File: src/include/mdio_ctrl_defines.vh
/*
 Offsets, field positions, reset values and timing counts for the
 management serial master control block.
 Assumes inclusion by bare name from the logic files; definitions only.
*/
// Notes on behaviour
// - Control bit 31 reads 1 while the frame engine is idle and 0 while busy.
// - The frame engine starts a frame only while control bit 30 is 1; writing 0 blocks new frames.
// - Clearing the enable mid-frame lets the frame finish, then the engine halts idle.
// - Bits 28-24 read as 1, the highest user channel, so channels 0 and 1 exist.
// - Bit 20 at 0 sends the 32-bit preamble; at 1 every frame omits it.
// - With detection on, a pin readback that differs from drive sets the fault flag and resets the engine.
// - Writing 1 to the fault flag clears it; writing 0 leaves it.
// - Fault detection works only while bit 18 is 1.
// - The management clock runs at the system clock over divisor plus one; divisor resets to FFh.
// - A divisor of 0 stops the management clock.
// - Each of 32 acknowledge flags is set if the latest access to that address was a write or an acknowledged read, else cleared.
// - Acknowledge flags update after every user access that completes.
// - Writing 1 to an acknowledge flag clears it; writing 0 leaves it.
// - After a generic status read, the address's link flag is set if link and acknowledged, else cleared.
`ifndef MDIO_CTRL_DEFINES_VH
`define MDIO_CTRL_DEFINES_VH
`define OFS_CONTROL 12'h004
`define OFS_ACK 12'h008
`define OFS_LINK 12'h00C
`define OFS_CMD 12'h080
`define OFS_IRQ_STAT 12'h0F0
`define OFS_IRQ_MASK 12'h0F4
`define BIT_IDLE 31
`define BIT_ENABLE 30
`define BIT_PREAMBLE_OFF 20
`define BIT_FAULT 19
`define BIT_FAULT_EN 18
`define HIGHEST_USER_CHANNEL 5'h01
`define DIVISOR_RESET 16'h00FF
`define CMD_GO 31
`define CMD_WRITE 30
`define PREAMBLE_BITS 6'h20
`define FRAME_BITS 6'h20
`define STATUS_REG_ADDR 5'h01
`define LINK_BIT 2
`define IRQ_DONE 0
`define IRQ_FAULT 1
`define IRQ_LINK 2
`endif

File: src/logic/mdio_master_control_status.v
/*
 Management serial master: control/status registers, divided clock,
 frame engine with readback fault check, per-address acknowledge/link flags.
 Assumes an APB master on CLK_SYS and a pull-up on the shared data wire.
*/
`timescale 1ns/1ns
`include "mdio_ctrl_defines.vh"
module mdio_master_control_status (
    input wire CLK_SYS,
    input wire RESET_N,
    input wire CLK_EN,
    input wire PSEL,
    input wire PENABLE,
    input wire PWRITE,
    input wire [11:0] PADDR,
    input wire [31:0] PWDATA,
    output reg [31:0] PRDATA,
    output reg PREADY,
    output reg PSLVERR,
    output reg IRQ,
    output reg MGMT_CLOCK_OUT,
    input wire MDIO_IN,
    output reg MDIO_OUT,
    output reg MDIO_OE
);
    localparam ST_IDLE = 2'd0;
    localparam ST_PRE = 2'd1;
    localparam ST_FRAME = 2'd2;

    reg enable_q;
    reg preamble_off_q;
    reg fault_q;
    reg fault_detect_en_q;
    reg [15:0] mgmt_clock_divisor_q;
    reg [31:0] ack_q;
    reg [31:0] link_q;
    reg [2:0] irq_stat_q;
    reg [2:0] irq_mask_q;
    reg [1:0] state_q;
    reg [5:0] bit_cnt_q;
    reg [31:0] shift_q;
    reg [15:0] rd_data_q;
    reg [15:0] div_cnt_q;
    reg cmd_pend_q;
    reg cmd_write_q;
    reg [4:0] cmd_phy_q;
    reg [4:0] cmd_reg_q;
    reg [15:0] cmd_data_q;
    reg ack_seen_q;
    reg drive_chk_q;
    reg drive_val_q;

    wire apb_access = PSEL & PENABLE & ~PREADY;
    wire apb_wr = apb_access & PWRITE;
    wire busy = (state_q != ST_IDLE);
    wire [31:0] control_rd = {~busy, enable_q, 1'b0, `HIGHEST_USER_CHANNEL,
        3'b000, preamble_off_q, fault_q, fault_detect_en_q, 2'b00, mgmt_clock_divisor_q};
    wire rise = (mgmt_clock_divisor_q != 16'h0000) && (div_cnt_q == 16'h0000)
        && !MGMT_CLOCK_OUT;
    wire fall = (mgmt_clock_divisor_q != 16'h0000) && (div_cnt_q == 16'h0000)
        && MGMT_CLOCK_OUT;
    wire [15:0] half_div = {1'b0, mgmt_clock_divisor_q[15:1]};
    wire [31:0] frame_word = {2'b01, cmd_write_q ? 2'b01 : 2'b10, cmd_phy_q,
        cmd_reg_q, 2'b10, cmd_data_q};
    // Last data bit lands in the same cycle as frame end
    wire [15:0] rd_next = {rd_data_q[14:0], MDIO_IN};
    // Readback fault: sample at rise while driving
    wire fault_hit = fault_detect_en_q && drive_chk_q && rise
        && (MDIO_IN != drive_val_q);
    // Second turnaround bit: the PHY must pull low
    wire in_ta = (state_q == ST_FRAME) && (bit_cnt_q == 6'd16);
    wire frame_done = (state_q == ST_FRAME) && (bit_cnt_q == 6'd0) && rise;
    wire done_ev = frame_done && !cmd_write_q;
    wire wr_ctrl = apb_wr && (PADDR == `OFS_CONTROL);
    wire wr_ack = apb_wr && (PADDR == `OFS_ACK);
    wire wr_cmd = apb_wr && (PADDR == `OFS_CMD);
    wire wr_stat = apb_wr && (PADDR == `OFS_IRQ_STAT);
    wire link_chg = done_ev && (cmd_reg_q == `STATUS_REG_ADDR) && (link_q[cmd_phy_q] !=
        (ack_seen_q & rd_next[`LINK_BIT]));
    reg [2:0] ev;
    reg [31:0] rd_d;

    always @* begin
        ev = {link_chg, fault_hit, frame_done};
        rd_d = 32'h0000_0000;
        if (PADDR == `OFS_CONTROL) begin
            rd_d = control_rd;
        end else if (PADDR == `OFS_ACK) begin
            rd_d = ack_q;
        end else if (PADDR == `OFS_LINK) begin
            rd_d = link_q;
        end else if (PADDR == `OFS_CMD) begin
            rd_d = {cmd_pend_q, cmd_write_q, ack_seen_q, cmd_reg_q, cmd_phy_q, 3'b000, rd_data_q};
        end else if (PADDR == `OFS_IRQ_STAT) begin
            rd_d = {29'h0, irq_stat_q};
        end else if (PADDR == `OFS_IRQ_MASK) begin
            rd_d = {29'h0, irq_mask_q};
        end
    end

    wire addr_ok = (PADDR == `OFS_CONTROL) || (PADDR == `OFS_ACK) || (PADDR == `OFS_LINK)
        || (PADDR == `OFS_CMD) || (PADDR == `OFS_IRQ_STAT) || (PADDR == `OFS_IRQ_MASK);

    // Bus slave: answer one cycle into access phase
    always @(posedge CLK_SYS or negedge RESET_N) begin
        if (!RESET_N) begin
            PREADY <= 1'b0;
            PSLVERR <= 1'b0;
            PRDATA <= 32'h0000_0000;
        end else if (CLK_EN) begin
            PREADY <= apb_access;
            PSLVERR <= apb_access & ~addr_ok;
            if (apb_access && !PWRITE) begin
                PRDATA <= rd_d;
            end
        end
    end

    // Control fields and sticky flags
    always @(posedge CLK_SYS or negedge RESET_N) begin
        if (!RESET_N) begin
            enable_q <= 1'b0;
            preamble_off_q <= 1'b0;
            fault_detect_en_q <= 1'b0;
            mgmt_clock_divisor_q <= `DIVISOR_RESET;
            fault_q <= 1'b0;
            irq_stat_q <= 3'b000;
            irq_mask_q <= 3'b000;
            IRQ <= 1'b0;
        end else if (CLK_EN) begin
            if (wr_ctrl) begin
                enable_q <= PWDATA[`BIT_ENABLE];
                preamble_off_q <= PWDATA[`BIT_PREAMBLE_OFF];
                fault_detect_en_q <= PWDATA[`BIT_FAULT_EN];
                mgmt_clock_divisor_q <= PWDATA[15:0];
            end
            // Set wins over a same-cycle clear
            fault_q <= fault_hit | (fault_q & ~(wr_ctrl & PWDATA[`BIT_FAULT]));
            irq_stat_q <= ev | (irq_stat_q & ~(wr_stat ? PWDATA[2:0] : 3'b000));
            if (apb_wr && PADDR == `OFS_IRQ_MASK) begin
                irq_mask_q <= PWDATA[2:0];
            end
            IRQ <= |(irq_stat_q & irq_mask_q);
        end
    end

    // Clock divider: each full period lasts divisor+1 cycles, toggling twice
    always @(posedge CLK_SYS or negedge RESET_N) begin
        if (!RESET_N) begin
            div_cnt_q <= 16'h0000;
            MGMT_CLOCK_OUT <= 1'b0;
        end else if (CLK_EN) begin
            if (mgmt_clock_divisor_q == 16'h0000) begin
                div_cnt_q <= 16'h0000;
                MGMT_CLOCK_OUT <= 1'b0;
            end else if (div_cnt_q == 16'h0000) begin
                // Even divisors give an uneven duty split
                div_cnt_q <= MGMT_CLOCK_OUT ? half_div : mgmt_clock_divisor_q - half_div - 16'h0001;
                MGMT_CLOCK_OUT <= ~MGMT_CLOCK_OUT;
            end else begin
                div_cnt_q <= div_cnt_q - 16'h0001;
            end
        end
    end

    // Frame engine: data changes on falling edge, sampled on rising
    always @(posedge CLK_SYS or negedge RESET_N) begin
        if (!RESET_N) begin
            state_q <= ST_IDLE;
            bit_cnt_q <= 6'h00;
            shift_q <= 32'h0000_0000;
            rd_data_q <= 16'h0000;
            cmd_pend_q <= 1'b0;
            cmd_write_q <= 1'b0;
            cmd_phy_q <= 5'h00;
            cmd_reg_q <= 5'h00;
            cmd_data_q <= 16'h0000;
            ack_seen_q <= 1'b0;
            ack_q <= 32'h0000_0000;
            link_q <= 32'h0000_0000;
            MDIO_OUT <= 1'b1;
            MDIO_OE <= 1'b0;
            drive_chk_q <= 1'b0;
            drive_val_q <= 1'b1;
        end else if (CLK_EN) begin
            if (wr_cmd && !cmd_pend_q) begin
                cmd_pend_q <= PWDATA[`CMD_GO];
                cmd_write_q <= PWDATA[`CMD_WRITE];
                cmd_reg_q <= PWDATA[25:21];
                cmd_phy_q <= PWDATA[20:16];
                cmd_data_q <= PWDATA[15:0];
            end
            if (wr_ack) begin
                ack_q <= ack_q & ~PWDATA;
            end
            if (fault_hit) begin
                state_q <= ST_IDLE;
                cmd_pend_q <= 1'b0;
                MDIO_OE <= 1'b0;
                drive_chk_q <= 1'b0;
            end else begin
                case (state_q)
                    ST_IDLE: begin
                        // Halts only between frames
                        if (enable_q && cmd_pend_q && fall) begin
                            shift_q <= frame_word;
                            ack_seen_q <= 1'b0;
                            MDIO_OE <= 1'b1;
                            MDIO_OUT <= 1'b1;
                            drive_val_q <= 1'b1;
                            drive_chk_q <= 1'b1;
                            if (preamble_off_q) begin
                                // Start edge already carries the first frame bit
                                MDIO_OUT <= frame_word[31];
                                drive_val_q <= frame_word[31];
                                shift_q <= {frame_word[30:0], 1'b0};
                                state_q <= ST_FRAME;
                                bit_cnt_q <= `FRAME_BITS - 6'h01;
                            end else begin
                                // Start edge already carries the first preamble one
                                state_q <= ST_PRE;
                                bit_cnt_q <= `PREAMBLE_BITS - 6'h02;
                            end
                        end
                    end
                    ST_PRE: begin
                        if (fall) begin
                            if (bit_cnt_q == 6'h00) begin
                                state_q <= ST_FRAME;
                                bit_cnt_q <= `FRAME_BITS;
                            end else begin
                                bit_cnt_q <= bit_cnt_q - 6'h01;
                            end
                        end
                    end
                    default: begin
                        if (fall && bit_cnt_q != 6'h00) begin
                            MDIO_OUT <= shift_q[31];
                            drive_val_q <= shift_q[31];
                            shift_q <= {shift_q[30:0], 1'b0};
                            bit_cnt_q <= bit_cnt_q - 6'h01;
                            // Release line for read turnaround and data
                            if (!cmd_write_q && bit_cnt_q <= 6'd18) begin
                                MDIO_OE <= 1'b0;
                                drive_chk_q <= 1'b0;
                            end
                        end
                        if (rise && !cmd_write_q) begin
                            if (in_ta) begin
                                ack_seen_q <= ~MDIO_IN;
                            end
                            if (bit_cnt_q <= 6'd16) begin
                                rd_data_q <= rd_next;
                            end
                        end
                        if (frame_done) begin
                            state_q <= ST_IDLE;
                            cmd_pend_q <= 1'b0;
                            MDIO_OE <= 1'b0;
                            drive_chk_q <= 1'b0;
                            // Writes carry no acknowledge, so counted acknowledged
                            ack_q[cmd_phy_q] <= cmd_write_q | ack_seen_q;
                            if (!cmd_write_q && cmd_reg_q == `STATUS_REG_ADDR) begin
                                link_q[cmd_phy_q] <= ack_seen_q & rd_next[`LINK_BIT];
                            end
                        end
                    end
                endcase
            end
        end
    end
endmodule

File: config.mk
export PLATFORM = sky130hd
export DESIGN_NAME = mdio_master_control_status
export DESIGN_NICKNAME = d
export VERILOG_FILES = /design/src/logic/mdio_master_control_status.v
export VERILOG_INCLUDE_DIRS = /design/src /design/src/include
export SDC_FILE = /design/constraint.sdc
export NUM_CORES = 1
export LEC_CHECK = 0
export BUFFER_PORTS_ARGS = -buffer_cell sky130_fd_sc_hd__clkbuf_2
export CORE_ASPECT_RATIO = 0.75
export CORE_MARGIN = 2
export CORE_UTILIZATION = 60
export CTS_CLUSTER_DIAMETER = 50
export CTS_CLUSTER_SIZE = 40
export DETAILED_ROUTE_END_ITERATION = 10
export GPL_TIMING_DRIVEN = 0
export PLACE_DENSITY_LB_ADDON = 0.2
export SLEW_MARGIN = 20
export SYNTH_ARGS = -nofsm -noshare
export SYNTH_HDL_FRONTEND = slang
export SYNTH_SLANG_ARGS = --single-unit
File: constraint.sdc
create_clock -name CLK_SYS -period 5.2 [get_ports CLK_SYS]
set_input_delay 0.26 -clock CLK_SYS [delete_from_list [all_inputs] [get_ports CLK_SYS]]
set_output_delay 0.26 -clock CLK_SYS [all_outputs]
set_load 0.02 [all_outputs]
==> summary.md <==
| Metric | Value |
|---|---|
| Run status | finished, final reports clean |
| Clk Latency, worst-skew pair | ~540 ps |
| Register area share after synthesis | 45.12% |
| RSZ-0062 raised after global routing | false |
| Rel. slew slack | 25.24% |
| Initial antenna violation count | 0 |
| Startpoint type of the worst setup path | register |
| Synthesized area | 12730 um2 |
| Layout cells sized above 1 | 18.63% |
| CTS tree | built |
| Max-Cap Viols | 0 |
| Combinational share of power | 9.7% |
| Post-CTS sizing | 0 |
| Synthesized instance count | 1373 |
| Height of the die | between 100 and 150 um |
| Hold path startpoint | PWDATA[17] |
| Clk pwr share | between 40 and 50% |
| Crit path DAT | 4590 ps |
| Die width | approximately 170 um |
| Hold EP | cmd_phy_q[1]$_DFFE_PN0P_ |
| Setup crit end kind | register |
| Starting Density | 60.74% |
| Full die area | 22400 um2 |
| Drt pass-1 iters | 6 |
| Post-CTS Setup Inserts | 0 |
| DRT antenna net count | 0 |
| Largest net degree at the start of global routing | 88 |
| Most common cell after layout, fill and taps aside | dfrtp_1 |
| Most frequent cells in the layout | dfrtp_1 (220), nand2_1 (161), nor2_1 (128), a21oi_1 (125), o21ai_0 (121) |
| Post-synthesis average cell area | roughly 9 um2 |
| Setup Viol. Count Final | 0 |
| Post-Syn Nets | roughly 1500 |
| ANT cells | 0 |
| Core ar. | 20950 um2 |
| Synth-to-layout area growth | 13.74% |
| Setup TNS | 0 ps |
| Setup WS pre-CTS | 1211 ps |
| Flop pwr share | 47.1% |
| Worst Slack Setup Final | approximately 1000 ps |
| GPL Wtd Cong | 0.9806 |
| Post-DP HPWL | slightly below 30000 um |
| Maximum vdd drop | roughly 260 uV |
| Fin Clk Skew | 35.41 ps |
| WL final | 40080 um |
| WL/cell | 22.32 um |
| NetSw | 1.132 mW |
| All-layer global routing usage | 36.37% |
| Number of synthesis warnings | 0 |
| Final Cycle Share | 80.57% |
| Worst-margin pin slew | 1113 ps |
| Top FF cell, synth | dfrtp_1 |
| Site Rows | 46 |
| Synth unique cells | 69 |
| CTS buffer count | 22 |
| PD cells | 281.0 nW/um2 |
| CP max FO | 8 |
| Worst-path clk slew | 80 ps |
| Flop2flop setup slack | 1010 ps |
| DRC Markers | 0 |
| Leak | 6.356 nW |
| Minimum clock period | 4190 ps |
| Fin. Hold Viols | 0 |
| H-tree depth reported by CTS | 1 |
| 1st-iter DRT viols | about 1400 |
| #FFs+latches synth | 229 |
| Share of flip-flops with an asynchronous set or reset | 100.0% |
| Critical R2R Launch | bit_cnt_q[0]$_DFFE_PN0P_ |
| Layout net count | 1571 |
| Critical path data required time | between 5000 and 6000 ps |
| Vias per cell | between 6 and 7 |
| R2R cell count | 10 |
| Vias in the first global route | 10760 |
| CTS Sinks | 229 |
| Buffers on Ports | 87 |
| Worst flop-to-flop path endpoint | ack_q[27]$_DFFE_PN0P_ |
| Final Max Slew Viols | 0 |
| Root Driver | clkbuf_16 |
| Overflow after GRT | 0 |
| Post-synth EDFFs | 0 |
| Hold depth | 2 |
| Vias | about 12000 |
| Hold crit path type | input pin to register |
| Global-route wire length before repair | slightly above 60000 um |
| WS Path Type | register to register |
| Internal | between 2 and 3 mW |
| Longest Clk Path Bufs | 3 |
| Net Sw Frac | 27.83% |
| Ports | between 80 and 90 |
| Fmax | 238.7 MHz |
## worst max-delay path by stage
stage / startpoint / endpoint / slack (ps)
floorplan: div_cnt_q[6]$_DFFE_PN0P_ / shift_q[0]$_DFFE_PN0P_ / 1990
global placement: RESET_N / link_q[22]$_DFFE_PN0P_ / -770
detailed placement: bit_cnt_q[0]$_DFFE_PN0P_ / ack_q[27]$_DFFE_PN0P_ / 1210
CTS: bit_cnt_q[0]$_DFFE_PN0P_ / ack_q[6]$_DFFE_PN0P_ / 1110
global route: bit_cnt_q[0]$_DFFE_PN0P_ / ack_q[27]$_DFFE_PN0P_ / 810
finish: bit_cnt_q[0]$_DFFE_PN0P_ / ack_q[27]$_DFFE_PN0P_ / 1010
## layout make-up
| cell class | count | area [um2] |
|---|---|---|
| repair buffers | 95 | 556.8 |
| plain buffers | 89 | 396.6 |
| well taps | 288 | 360.3 |
| fillers | 1659 | 6475 |
| inverters | 49 | 183.9 |
| clock buffers | 23 | 575.6 |
| flip-flops and latches | 229 | 5742 |
| clock inverters | 17 | 214.0 |
| multi-input cells | 1006 | 6446 |
## worst max-delay path: stages (launching register included)
cell	delay, ps
dfrtp_1	420
inv_1	110
ha_1	230
nor4b_1	710
nand4b_1	440
or4_1	520
clkbuf_1	200
nor3_1	920
inv_1	150
o32ai_1	330
nor2_1	60
## flip-flops by register name, indices dropped and copies added (netlist names), 6 cells and up
signal	count
mgmt_clock_divisor_q	16
ack_q	32
cmd_data_q	16
link_q	32
div_cnt_q	16
bit_cnt_q	6
rd_data_q	16
PRDATA	32
shift_q	32
## cell families after synthesis
logic type	Yosys count	synth area share [%]
simple gates	424	15.25
compound gates	407	19.12
flops	229	45.12
buf+inv	138	4.562
mux	135	12.31
fa+ha+maj	28	2.812
xor+xnor	12	0.8259
## per-layer routing
metal	global-route usage [%]	vias to the layer above	wire length, um
met2	53.89	642	17160
met1	54.51	5635	17270
met5	0	-	0
met3	7.370	97	4316
li1	-	5186	-
met4	10.33	0	1330
## power groups by stage
stage	registers, mW	logic, mW	clock network [mW]
finish	1.92	0.395	1.75
CTS	1.92	0.394	1.76
global placement	1.95	0.375	0
detailed placement	1.95	0.389	0
floorplan	1.99	0.162	0
global route	1.93	0.435	1.82
## cells in the mapped netlist (3+ instances only)
cell type  instances  area (um2)
nor3b_1            5       37.54
nor2b_1            8       50.05
nand3_1           21       105.1
nand4_1            6       37.54
mux2i_1           35       350.3
nand2b_1           8       50.05
o21ai_2            7       61.31
or3_1              6       37.54
a21oi_1          125       625.6
clkbuf_1          75       281.5
or2_2              6       37.54
o31ai_1           12       90.09
mux2_2            92        1036
xor2_1             6       52.55
a211oi_1           5       37.54
or4_1              5       37.54
o21ai_1           27       135.1
nor4_1            13       81.33
and3_1             4       25.02
o22ai_1            3       18.77
ha_1              27       337.8
a22o_1             7       61.31
buf_6              8       90.09
mux4_2             8       180.2
nand2_1          161       604.3
a21o_1             9       67.56
nor2_1           128       480.5
nor3_1            30       150.1
o21ai_0          121       605.6
and2_1             4       25.02
a2111oi_0          3       26.28
a31oi_1           14       87.58
dfstp_2            9       236.5
a22oi_1           35       262.8
buf_1              4       15.01
a211o_1            3       26.28
inv_1             49       183.9
xnor2_1            6       52.55
a222oi_1          10       100.1
o41ai_1            4       35.03
or4_4              3       33.78
dfrtp_1          220        5505
nand3b_1           5       37.54
## through the flow
step / util (%) / power [mW] / hold slack, ps / cell area (um2) / std cells
after global routing: 69.09 / 4.186 / 19.70 / 14480 / 1796
after detailed placement: 64.98 / 2.338 / 293.3 / 13610 / 1751
final: 69.09 / 4.067 / 14.13 / 14480 / 1796
after CTS: 68.99 / 4.069 / 3.886 / 14450 / 1796
after global placement: 64.54 / 2.323 / 460.2 / 13520 / 1748
after floorplan: - / 2.152 / -35.59 / 12730 / 1373
## what timing repair did
item                                   in CTS  in global routing
endpoints found under the hold margin      67                  0
setup endpoints to repair                   0                  0
hold buffers                                5                  0
Note: power is estimated with default switching activity, not from simulation.
